## src/wdrc_defines.svh

```systemverilog
// Constants for the watchdog and reset control block.
// Assumes it is included by the package and the design modules only.
// How it works
// - Overflow while running gives full reset
// - Disabled watchdog ignores its clear instructions
// - Runs if option set or key enables
// - Key 1010B with option off disables
// - Other key values enable; 0101B preferred
// - Clock source picked by build option
// - System-clock source stops during sleep
// - Period code selects 2^8 to 2^15
// - All period bits set gives longest
// - Running time-out resets and sets flag
// - Sleep time-out wakes, resets PC/SP only
// - Pin, clear instruction or sleep clears
// - Option picks single or paired clearing
// - Paired clears must alternate to count
// - Every reset forces program counter zero
// - Pin low resets; resume after release
// - Extra 100ms delay after pin release
// - Power-on sets port registers all ones
// - Low-voltage reset equals pin reset
// - Period register bits 7~3 read zero
// - Powerdown flag: sleep sets, clear clears
// - Sleep clears counter, independent clock continues
`ifndef WDRC_DEFINES_SVH
`define WDRC_DEFINES_SVH
`define WDRC_PERIOD_RESET 3'h7
`define WDRC_KEY_RESET 4'hA
`define WDRC_KEY_OFF 4'hA
`define WDRC_KEY_RECOMMENDED 4'h5
`define WDRC_PERIOD_BASE_EXP 8
`define WDRC_CNT_W 16
`define WDRC_RSTD_MS 100
`define WDRC_CLK_MHZ 100
`define WDRC_RSTD_CYCLES (`WDRC_RSTD_MS * 1000 * `WDRC_CLK_MHZ)
`define WDRC_SYSDIV 4
`define WDRC_PORT_RESET 8'hFF
`define WDRC_SRC_LXT 2'h0
`define WDRC_SRC_SYSDIV 2'h1
`define WDRC_SRC_LOW_SPEED_INTERNAL_OSC 2'h2
`endif

```

## src/wdrc_pkg.sv

```systemverilog
// Types shared by the watchdog and reset control block.
// Assumes wdrc_defines.svh is alongside.
`default_nettype none
`include "wdrc_defines.svh"
package wdrc_pkg;
  // Software instructions aimed at the watchdog
  typedef struct packed {
    logic single_clear_instr;
    logic first_paired_clear_instr;
    logic second_paired_clear_instr;
    logic sleep_instr;
  } wdrc_instr_t;
  // Build-time options
  typedef struct packed {
    logic guard_enable_opt;
    logic paired_clear_opt;
    logic [1:0] clk_source;
  } wdrc_opt_t;
  // Reset sequencer states
  typedef enum logic [1:0] {WDRC_RUN, WDRC_HOLD, WDRC_DELAY} wdrc_rst_state_t;
endpackage : wdrc_pkg
`default_nettype wire

```

## src/wdrc_tick.sv

```systemverilog
// Selects the watchdog count tick from the three clock sources.
// Assumes source tick inputs are one-cycle pulses synchronous to ref_clk.
`default_nettype none
`include "wdrc_defines.svh"
module wdrc_tick
  import wdrc_pkg::*;
(
  // Clock and control
  input wire logic ref_clk,
  input wire logic srst,
  input wire logic clk_en,
  // Sources and options
  input wire logic [1:0] clk_source,
  input wire logic low_freq_crystal_tick,
  input wire logic low_speed_internal_osc_tick,
  input wire logic sleeping,
  // Selected tick
  output logic wdt_tick
);
  logic [1:0] sys_div;
  logic sys_tick;
  // ****************************************
  // System clock divided by four
  // ****************************************
  always_ff @(posedge ref_clk) begin
    if (srst) begin
      sys_div <= 2'h0;
    end else if (clk_en && !sleeping) begin
      sys_div <= sys_div + 2'h1;
    end
  end
  // Instruction clock stops in sleep
  assign sys_tick = !sleeping && (sys_div == 2'(`WDRC_SYSDIV - 1));
  // Source selection
  assign wdt_tick = (clk_source == `WDRC_SRC_LXT) ? low_freq_crystal_tick :
                    (clk_source == `WDRC_SRC_SYSDIV) ? sys_tick :
                    (clk_source == `WDRC_SRC_LOW_SPEED_INTERNAL_OSC) ? low_speed_internal_osc_tick : 1'b0;
endmodule : wdrc_tick
`default_nettype wire

```

## src/wdrc_clear.sv

```systemverilog
// Decodes the watchdog clear instructions into one clear pulse.
// Assumes instruction strobes are one-cycle pulses.
`default_nettype none
`include "wdrc_defines.svh"
module wdrc_clear
  import wdrc_pkg::*;
(
  // Clock and control
  input wire logic ref_clk,
  input wire logic srst,
  input wire logic clk_en,
  // Instructions
  input wire wdrc_instr_t instr,
  input wire logic paired_clear_opt,
  input wire logic wdt_on,
  // Result
  output logic sw_clear
);
  logic last_was_first;
  logic last_was_second;
  logic first_ok;
  logic second_ok;
  // Paired clears must alternate
  assign first_ok = wdt_on && instr.first_paired_clear_instr && !last_was_first;
  assign second_ok = wdt_on && instr.second_paired_clear_instr && !last_was_second;
  // Mode chosen by option; off means no effect
  assign sw_clear = paired_clear_opt ? (first_ok || second_ok) :
                    (wdt_on && instr.single_clear_instr);
  // ****************************************
  // Remember last paired clear
  // ****************************************
  always_ff @(posedge ref_clk) begin
    if (srst) begin
      last_was_first <= 1'b0;
      last_was_second <= 1'b0;
    end else if (clk_en && paired_clear_opt) begin
      if (first_ok) begin
        last_was_first <= 1'b1;
        last_was_second <= 1'b0;
      end else if (second_ok) begin
        last_was_first <= 1'b0;
        last_was_second <= 1'b1;
      end
    end
  end
endmodule : wdrc_clear
`default_nettype wire

```

## src/wdrc_top.sv

```systemverilog
// Watchdog counter, reset sequencer, status flags and guard registers.
// Assumes a simple synchronous data-memory register port and one-cycle
// instruction strobes from the core.
`default_nettype none
`include "wdrc_defines.svh"
module wdrc_top
  import wdrc_pkg::*;
#(
  parameter int RSTD_CYCLES = `WDRC_RSTD_CYCLES
) (
  // Clock and control
  input wire logic ref_clk,
  input wire logic srst,
  input wire logic clk_en,
  // Reset sources
  input wire logic external_reset_pin_n,
  input wire logic low_voltage_reset,
  // Build options and clock ticks
  input wire wdrc_opt_t opt,
  input wire logic low_freq_crystal_tick,
  input wire logic low_speed_internal_osc_tick,
  // Core instructions
  input wire wdrc_instr_t instr,
  // Register port
  input wire logic period_wr,
  input wire logic key_wr,
  input wire logic [7:0] wr_data,
  // Register read-back
  output logic [7:0] guard_period_register,
  output logic [3:0] guard_enable_key,
  // Status
  output logic timeout_flag,
  output logic powerdown_flag,
  output logic sleeping,
  output logic wdt_on,
  // Resets to the core
  output logic core_reset,
  output logic pc_sp_reset,
  output logic [7:0] port_data_init,
  output logic [7:0] port_dir_init
);
  logic [2:0] period_sel;
  logic [3:0] key;
  logic [`WDRC_CNT_W-1:0] wdt_cnt;
  logic [`WDRC_CNT_W-1:0] period_limit;
  logic wdt_tick;
  logic sw_clear;
  logic wdt_overflow;
  logic next_wdt_on;
  logic pin_reset;
  logic hold_reset;
  logic counter_clear;
  logic [31:0] delay_cnt;
  logic delay_done;
  logic por_done;
  wdrc_rst_state_t rst_state;

  // ****************************************
  // Enable decode
  // ****************************************
  // Option or key turns on; off only for 1010B
  assign next_wdt_on = opt.guard_enable_opt || (key != `WDRC_KEY_OFF);

  // ****************************************
  // Sub-blocks
  // ****************************************
  wdrc_tick u_tick (
    .ref_clk(ref_clk),
    .srst(srst),
    .clk_en(clk_en),
    .clk_source(opt.clk_source),
    .low_freq_crystal_tick(low_freq_crystal_tick),
    .low_speed_internal_osc_tick(low_speed_internal_osc_tick),
    .sleeping(sleeping),
    .wdt_tick(wdt_tick)
  );

  wdrc_clear u_clear (
    .ref_clk(ref_clk),
    .srst(srst),
    .clk_en(clk_en),
    .instr(instr),
    .paired_clear_opt(opt.paired_clear_opt),
    .wdt_on(next_wdt_on),
    .sw_clear(sw_clear)
  );

  // ****************************************
  // Counter decode
  // ****************************************
  // Limit is 2^(8+code) ticks
  assign period_limit = `WDRC_CNT_W'(
    (32'h1 << (`WDRC_PERIOD_BASE_EXP + period_sel)) - 32'h1);
  assign pin_reset = !external_reset_pin_n || low_voltage_reset;
  assign hold_reset = rst_state != WDRC_RUN;
  // Pin, clear instruction or sleep entry clears
  assign counter_clear = pin_reset || sw_clear || instr.sleep_instr || hold_reset;
  assign wdt_overflow = next_wdt_on && wdt_tick && (wdt_cnt == period_limit);
  assign delay_done = delay_cnt >= 32'(RSTD_CYCLES - 1);

  // ****************************************
  // Watchdog counter
  // ****************************************
  always_ff @(posedge ref_clk) begin
    if (srst) begin
      wdt_cnt <= '0;
    end else if (clk_en) begin
      if (counter_clear || wdt_overflow || !next_wdt_on) begin
        wdt_cnt <= '0;
      end else if (wdt_tick) begin
        wdt_cnt <= wdt_cnt + `WDRC_CNT_W'(1);
      end
    end
  end

  // ****************************************
  // Guard registers
  // ****************************************
  always_ff @(posedge ref_clk) begin
    if (srst) begin
      period_sel <= `WDRC_PERIOD_RESET;
      key <= `WDRC_KEY_RESET;
    end else if (clk_en) begin
      if (pin_reset || (wdt_overflow && !sleeping)) begin
        period_sel <= `WDRC_PERIOD_RESET;
        key <= `WDRC_KEY_RESET;
      end else begin
        if (period_wr) begin
          period_sel <= wr_data[2:0];
        end
        if (key_wr) begin
          key <= wr_data[3:0];
        end
      end
    end
  end

  // ****************************************
  // Reset sequencer
  // ****************************************
  always_ff @(posedge ref_clk) begin
    if (srst) begin
      rst_state <= WDRC_DELAY;
      delay_cnt <= '0;
    end else if (clk_en) begin
      unique case (rst_state)
        WDRC_RUN: begin
          // Pin/LOW_VOLTAGE_RESET or running overflow cause full reset
          if (pin_reset) begin
            rst_state <= WDRC_HOLD;
          end else if (wdt_overflow && !sleeping) begin
            rst_state <= WDRC_DELAY;
            delay_cnt <= '0;
          end
        end
        WDRC_HOLD: begin
          if (!pin_reset) begin
            rst_state <= WDRC_DELAY;
            delay_cnt <= '0;
          end
        end
        WDRC_DELAY: begin
          // Extra delay after release
          if (pin_reset) begin
            rst_state <= WDRC_HOLD;
          end else if (delay_done) begin
            rst_state <= WDRC_RUN;
          end else begin
            delay_cnt <= delay_cnt + 32'h1;
          end
        end
      endcase
    end
  end

  // ****************************************
  // Flags and sleep state
  // ****************************************
  always_ff @(posedge ref_clk) begin
    if (srst) begin
      timeout_flag <= 1'b0;
      powerdown_flag <= 1'b0;
      sleeping <= 1'b0;
      por_done <= 1'b0;
    end else if (clk_en) begin
      if (rst_state == WDRC_RUN) begin
        por_done <= 1'b1;
      end
      if (wdt_overflow) begin
        timeout_flag <= 1'b1;
        sleeping <= 1'b0;
      end else if (instr.sleep_instr && !hold_reset) begin
        sleeping <= 1'b1;
        powerdown_flag <= 1'b1;
        timeout_flag <= 1'b0;
      end else if (sw_clear) begin
        powerdown_flag <= 1'b0;
      end
      if (pin_reset) begin
        sleeping <= 1'b0;
      end
    end
  end

  // ****************************************
  // Registered outputs
  // ****************************************
  always_ff @(posedge ref_clk) begin
    if (srst) begin
      core_reset <= 1'b1;
      pc_sp_reset <= 1'b1;
      wdt_on <= 1'b0;
      port_data_init <= `WDRC_PORT_RESET;
      port_dir_init <= `WDRC_PORT_RESET;
      guard_period_register <= {5'h00, `WDRC_PERIOD_RESET};
      guard_enable_key <= `WDRC_KEY_RESET;
    end else if (clk_en) begin
      // Any reset zeroes PC; sleep time-out only PC/SP
      core_reset <= hold_reset || pin_reset || (wdt_overflow && !sleeping);
      pc_sp_reset <= hold_reset || pin_reset || wdt_overflow;
      wdt_on <= next_wdt_on;
      port_data_init <= `WDRC_PORT_RESET;
      port_dir_init <= `WDRC_PORT_RESET;
      guard_period_register <= {5'h00, period_sel};
      guard_enable_key <= key;
    end
  end
endmodule : wdrc_top
`default_nettype wire

```

## config.mk

```make
export PLATFORM = sky130hd
export DESIGN_NAME = wdrc_top
export DESIGN_NICKNAME = d
export VERILOG_FILES = /design/src/wdrc_pkg.sv /design/src/wdrc_tick.sv /design/src/wdrc_clear.sv /design/src/wdrc_top.sv
export VERILOG_INCLUDE_DIRS = /design/src
export SDC_FILE = /design/constraint.sdc
export NUM_CORES = 1
export LEC_CHECK = 0
export ABC_CLOCK_PERIOD_IN_PS = 2750
export BUFFER_PORTS_ARGS = -buffer_cell sky130_fd_sc_hd__buf_2
export CORE_AREA = 2 2 104 106
export CTS_CLUSTER_DIAMETER = 100
export DETAILED_ROUTE_END_ITERATION = 8
export DIE_AREA = 0 0 106 108
export PLACE_DENSITY = 0.61
export SKIP_LAST_GASP = 1
export SYNTH_ARGS = -nofsm -noshare
export SYNTH_HDL_FRONTEND = slang
export SYNTH_SLANG_ARGS = --single-unit
```

## constraint.sdc

```tcl
create_clock -name ref_clk -period 2.75 [get_ports ref_clk]
set_input_delay 0.1375 -clock ref_clk [delete_from_list [all_inputs] [get_ports ref_clk]]
set_output_delay 0.1375 -clock ref_clk [all_outputs]
set_load 0.03 [all_outputs]
```

### Yosys cells after proc, flatten, opt, wreduce, memory -nomap -nowiden

Cells that the tools add are included.

* bitwise operators: 1
* shift operators: 1
* equality and inequality tests: 14
* mux-type cells: 33
* order comparisons: 1
* add/subtract/negate cells: 5
* reduce and logical (&&, ||, !) cells: 49

Operators with widths (count)
* 2-to-1 mux 32 bit: 5
* case mux 32 bit (3 select lines): 1
* adder 32 x 1 -> 32 bit, second input constant: 1
* >= comparator 32 x 24 -> 1 bit, second input constant: 1
* 2-to-1 mux 16 bit: 2
* adder 16 x 1 -> 16 bit, second input constant: 1
* == test 16 bit: 1
* << shifter 1 x 5 -> 16 bit, first input constant: 1
* subtractor 16 x 1 -> 16 bit, second input constant: 1
* 2-to-1 mux 1 bit: 15
* nonzero test 2 bit: 7
* logical AND 1 bit: 12
* logical OR 1 bit: 12
* AND reduction 2 bit: 6
* 2-to-1 mux 2 bit: 5
* inequality test 2 bit, second input constant: 5
* 2-to-1 mux 4 bit: 2
* == test 2 bit, second input constant: 3
* logical NOT 1 bit: 6
* 2-to-1 mux 3 bit: 2
* inequality test 3 bit, second input constant: 2
* case mux 2 bit (3 select lines): 1
* AND reduction 6 bit: 1
* adder 4 x 3 -> 5 bit, first input constant: 1
* 8 further kinds: 10

* output and inout bits: 34
* register bits after elaboration: 74
* input port bits: 25

### Depth between registers and ports, before layout

* depth after elaboration: 13
* depth in mapped cells: 13
* gate-level depth less buffers: 10

### By module

From an unflattened synthesis, not the netlist that was laid out.

* cell total of the unflattened synthesis: 496
* area, all modules: 4120.2 sq um

Modules (own cells, without submodules)
* wdrc_top: instances 1, cells each 472, area an instance 3868.7 sq um
* wdrc_clear: instances 1, cells each 13, area an instance 132.6 sq um
* wdrc_tick: instances 1, cells each 11, area an instance 118.9 sq um

### Worst setup path after synthesis

Ideal clock, no wire load.

* kind: register -> register
* start: register period_sel[2]
* end: register wdt_cnt[4]
* stages on the path, launching flop included: 13
* slack: -80 ps
* required time: 2634 ps
* library setup time: 116 ps
* arrival: 2714 ps
* cells stage by stage: dfxtp_1 > buf_2 > or3_1 > ha_1 > xnor2_1 > mux2i_1 > a21o_1 > or4_1 > buf_2 > o21ai_1 > a21o_2 > buf_4 > nor2_1

* longest elaborated chain between the ends: 9
* elaborated cells on any way between the ends: 10
* those cells by class: 2 x add/sub; 1 x eq/ne; 1 x shift; 1 x mux; 5 x reduce/logical

RTL lines
* from (decl): RTL line wdrc_top.sv:42 `logic [2:0] period_sel;`
* from (signal assigned): RTL line wdrc_top.sv:121 `` period_sel <= `WDRC_PERIOD_RESET; ``
* from (signal assigned): RTL line wdrc_top.sv:125 `` period_sel <= `WDRC_PERIOD_RESET; ``
* from (signal assigned): RTL line wdrc_top.sv:129 `period_sel <= wr_data[2:0];`
* adder 4 x 3 -> 5 bit (no source line) (*)
* << shifter 1 x 5 -> 16 bit (*): RTL line wdrc_top.sv:93 `` (32'h1 << (`WDRC_PERIOD_BASE_EXP + period_sel)) - 32'h1); ``
* subtractor 16 x 1 -> 16 bit (*): RTL line wdrc_top.sv:93
* == test 16 bit (*): RTL line wdrc_top.sv:98 `assign wdt_overflow = next_wdt_on && wdt_tick && (wdt_cnt == period_limit);`
* logical AND 1 bit (*): RTL line wdrc_top.sv:98
* logical OR 1 bit (*) (2 in series): RTL line wdrc_top.sv:108 `if (counter_clear || wdt_overflow || !next_wdt_on) begin`
* nonzero test 2 bit (no source line)
* AND reduction 2 bit (no source line)
* to (signal assigned): RTL line wdrc_top.sv:111 `` wdt_cnt <= wdt_cnt + `WDRC_CNT_W'(1); ``
* to (decl): RTL line wdrc_top.sv:44 `` logic [`WDRC_CNT_W-1:0] wdt_cnt; ``

Every way passes the cells marked *; elsewhere a longest branch is shown, timed or not.
A chain may end at the register's enable or synchronous reset.

### Worst setup path after layout

* start: register period_sel[2]
* end: register delay_cnt[5]

* longest elaborated chain between the ends: 8

RTL lines
* adder 4 x 3 -> 5 bit (no source line)
* << shifter 1 x 5 -> 16 bit: RTL line wdrc_top.sv:93
* subtractor 16 x 1 -> 16 bit: RTL line wdrc_top.sv:93
* == test 16 bit: RTL line wdrc_top.sv:98
* logical AND 1 bit: RTL line wdrc_top.sv:98
* logical AND 1 bit: RTL line wdrc_top.sv:151 `end else if (wdt_overflow && !sleeping) begin`
* inequality test 2 bit (no source line)
* AND reduction 6 bit (no source line)
* to (signal assigned): RTL line wdrc_top.sv:169 `delay_cnt <= delay_cnt + 32'h1;`
* to (decl): RTL line wdrc_top.sv:53 `logic [31:0] delay_cnt;`

No other way between the ends.

==> out/metrics.cfg <==
[synth]
synth.most_common_cell=dfxtp_1
avgSynthCellArea_sq_um=8.31
synth_ff_type=dfxtp_1
synth_top_area_share_pct=36.5
synth_cell_type_count=63
synth_area_leaders=dfxtp_1 36%, a21oi_1 4.4%, nor2_1 4.3%
synth_edf_count=0
ys_seq_area_share_pct=36.5
synth_area_leader_cell=dfxtp_1
yosysWarnings=0
synth_area_sq_um=4060
syn_inst=489
synth-async-reset-ratio_pct=0
synth.ff_latch_count=74
netlist_top_cells_count=74 x dfxtp_1, 47 x nor2_1, 36 x a21oi_1

[die]
die_y_um=108
io_pins=59
initial_core_util_pct=39.7
num_rows=37
dieArea_sq_um=11400
die_x_um=106
fp.coreArea_sq_um=10200

[finish]
fin_area_sq_um=4790
final_nets=562
antenna_cells=0
area_growth_pct=18.0
drive_above_1_share_pct=19.7

[sta]
fin_crit_ns=2.69
worst_pin_slew_ns=0.522
rsz0062_at_grt=true
fmax_mhz=371
finalCritPeriodShare_pct=98.0
final_hold_viol_count=0
clock_skew_ns=0.0125
setup_violations=0
relSlewSlack_pct=65.2
slew_viol_final=0
tns_ns=0

[hold_path]
min_path_type=primary input to register
hold_path.startpoint=period_wr
hold_end=period_sel[1]$_SDFFE_PP1P_
hold_depth=2

[clock_tree]
numCtsBuffers=9
cts_tree=done
clkTransAtPathRegs_ns=0.08
cts_num_sinks=74
cts_max_path_buffers=2
htree_levels=3
cts_root_buf=clkbuf_8
clk_latency_ns=0.36

[critical_path]
cp-start-kind=register
r2r_cells=10
worst-path-max-fanout=17
crit_required_ns=3.04
r2r-start=period_sel[2]$_SDFFE_PP1P_
critical_path_class=register to register
cp.arrival_ns=2.99
cp-end-kind=register
r2r_setup_slack_ns=0.06
timing.rr.end=delay_cnt[5]$_SDFFE_PP0P_

[global_routing]
track_usage_pct=17.4
antenna_found_initial=0
grt_pass1_vias=3469
grt_max_degree=53
grt_pass1_wl_um=16100
grt-ovfl-total=0

[pwr]
p_leak_nw=1.70
combinationalPowerShare_pct=11.6
power.density_nw_per_um2=492
swShare_pct=26.2
ir_worst_vdd_mv=0.282
switchingPower_mw=0.617
clkPwrFrac_pct=41.7
p_int_mw=1.74
p_seq_share_pct=46.7

[detailed_routing]
wl_met2_um=4590
wl_met3_um=457
routedWlPerCell_um=14.6
ant_nets=0
wl_met1_um=4580
vias=3648
vias_per_cell=5.44
drt_iter0_drc=184
drt_first_pass_iters=4
drcViolationCount=0
highest_layer=met4
wirelength_um=9770

[status]
status=complete, no violations

[run]
cap_violations=0

[placed_design]
placed_area_sq_um=4400
dp_hpwl_um=6720
gp_congestion=0.809
io_buffers=33

[routing by layer]
layer / global-route usage (%) / vias to the layer above
met3: 4.40 / 12
met2: 29.5 / 96
li1: - / 1834
met1: 21.4 / 1706
met4: 6.11 / 0
met5: 0 / -
[critical path, cell delays in order, from the launching register on]
cell      delay [ns]
dfxtp_1         0.31
or3_4           0.39
ha_4            0.21
xnor2_4         0.14
mux2i_1         0.13
a21o_1          0.19
and4bb_2        0.35
a21oi_4         0.09
buf_12          0.16
or4_1           0.50
a21oi_1         0.14
[final cells by class]
type	instances	area [sq um]
clock buffer	11	151
clock inverter	4	73.8
fill	1016	5440
inverter	14	52.6
multi-input combinational	373	2450
sequential	74	1480
tap	136	170
timing repair buffer	58	412
[worst max-delay path by stage]
stage	startpoint	endpoint	cells after the start
detailed placement	period_sel[2]$_SDFFE_PP1P_	wdt_cnt[6]$_SDFFE_PP0P_	9
global route	period_sel[2]$_SDFFE_PP1P_	delay_cnt[10]$_SDFFE_PP0P_	10
finish	period_sel[2]$_SDFFE_PP1P_	delay_cnt[5]$_SDFFE_PP0P_	10
CTS	period_sel[2]$_SDFFE_PP1P_	delay_cnt[8]$_SDFFE_PP0P_	12
floorplan	period_sel[2]$_SDFFE_PP1P_	wdt_cnt[4]$_SDFFE_PP0P_	12
global placement	period_sel[2]$_SDFFE_PP1P_	wdt_cnt[14]$_SDFFE_PP0P_	9
[power groups by stage]
stage	registers (mW)	logic (mW)	clock network, mW
floorplan	1.13	0.189	0
global placement	1.12	0.247	0
detailed placement	1.12	0.250	0
CTS	1.10	0.252	1.00
global route	1.10	0.299	1.05
finish	1.10	0.273	0.983
[cell usage in the layout, fill, tap and decap left out, types with 14 or more instances in the layout]
cell type and n:
inv_1 14, o31ai_1 18, a21oi_1 33, or4_1 18, nor2_1 45, dfxtp_1 73, conb_1 21, nand2_1 29
buf_4 20, nand3_1 26, buf_2 33
[metrics by stage]
step                      instances  hold slack (ns)  setup slack, ns  power [mW]  utilization (%)
after floorplan                 508            0.255          0.00292        1.32                -
after global routing            670          0.00577          -0.0473        2.45             46.8
after global placement          651            0.390           0.0334        1.37             43.0
final                           670           0.0184           0.0552        2.36             46.8
after detailed placement        651            0.404          -0.0679        1.37             43.0
after CTS                       666           0.0157          0.00705        2.36             45.4
[kinds of logic (layout without fill, tap and decap cells)]
| logic type | Yosys count | after routing | share of synthesized area [%] |
|---|---|---|---|
| other | 2 | 21 | 0.185 |
| muxes | 8 | 8 | 1.97 |
| buffers and inverters | 62 | 87 | 8.60 |
| AOI/OAI and AO/OA | 117 | 118 | 19.3 |
| xor gates and xnor gates | 21 | 21 | 4.87 |
| and+or+nand+nor | 198 | 198 | 26.5 |
| adders and majority gates | 7 | 7 | 2.16 |
| DFF | 74 | 74 | 36.5 |
[state kept, by name, indices dropped and copies added, names as in the netlist, 2 cells and up]
register	flops
delay_cnt	32
guard_enable_key	4
period_sel	3
key	4
guard_period_register	3
rst_state	2
wdt_cnt	16
u_tick.sys_div	2
[repair_timing]
action,4_1_cts,5_1_grt
setup buffers,0,2
pin swaps,2,19
hold buffers,0,0
hold endpoints to repair,0,0
setup endpoints to repair,35,59
gates resized for setup,4,21
gates cloned,0,2
No activity file was read; power rests on OpenSTA's default activity.
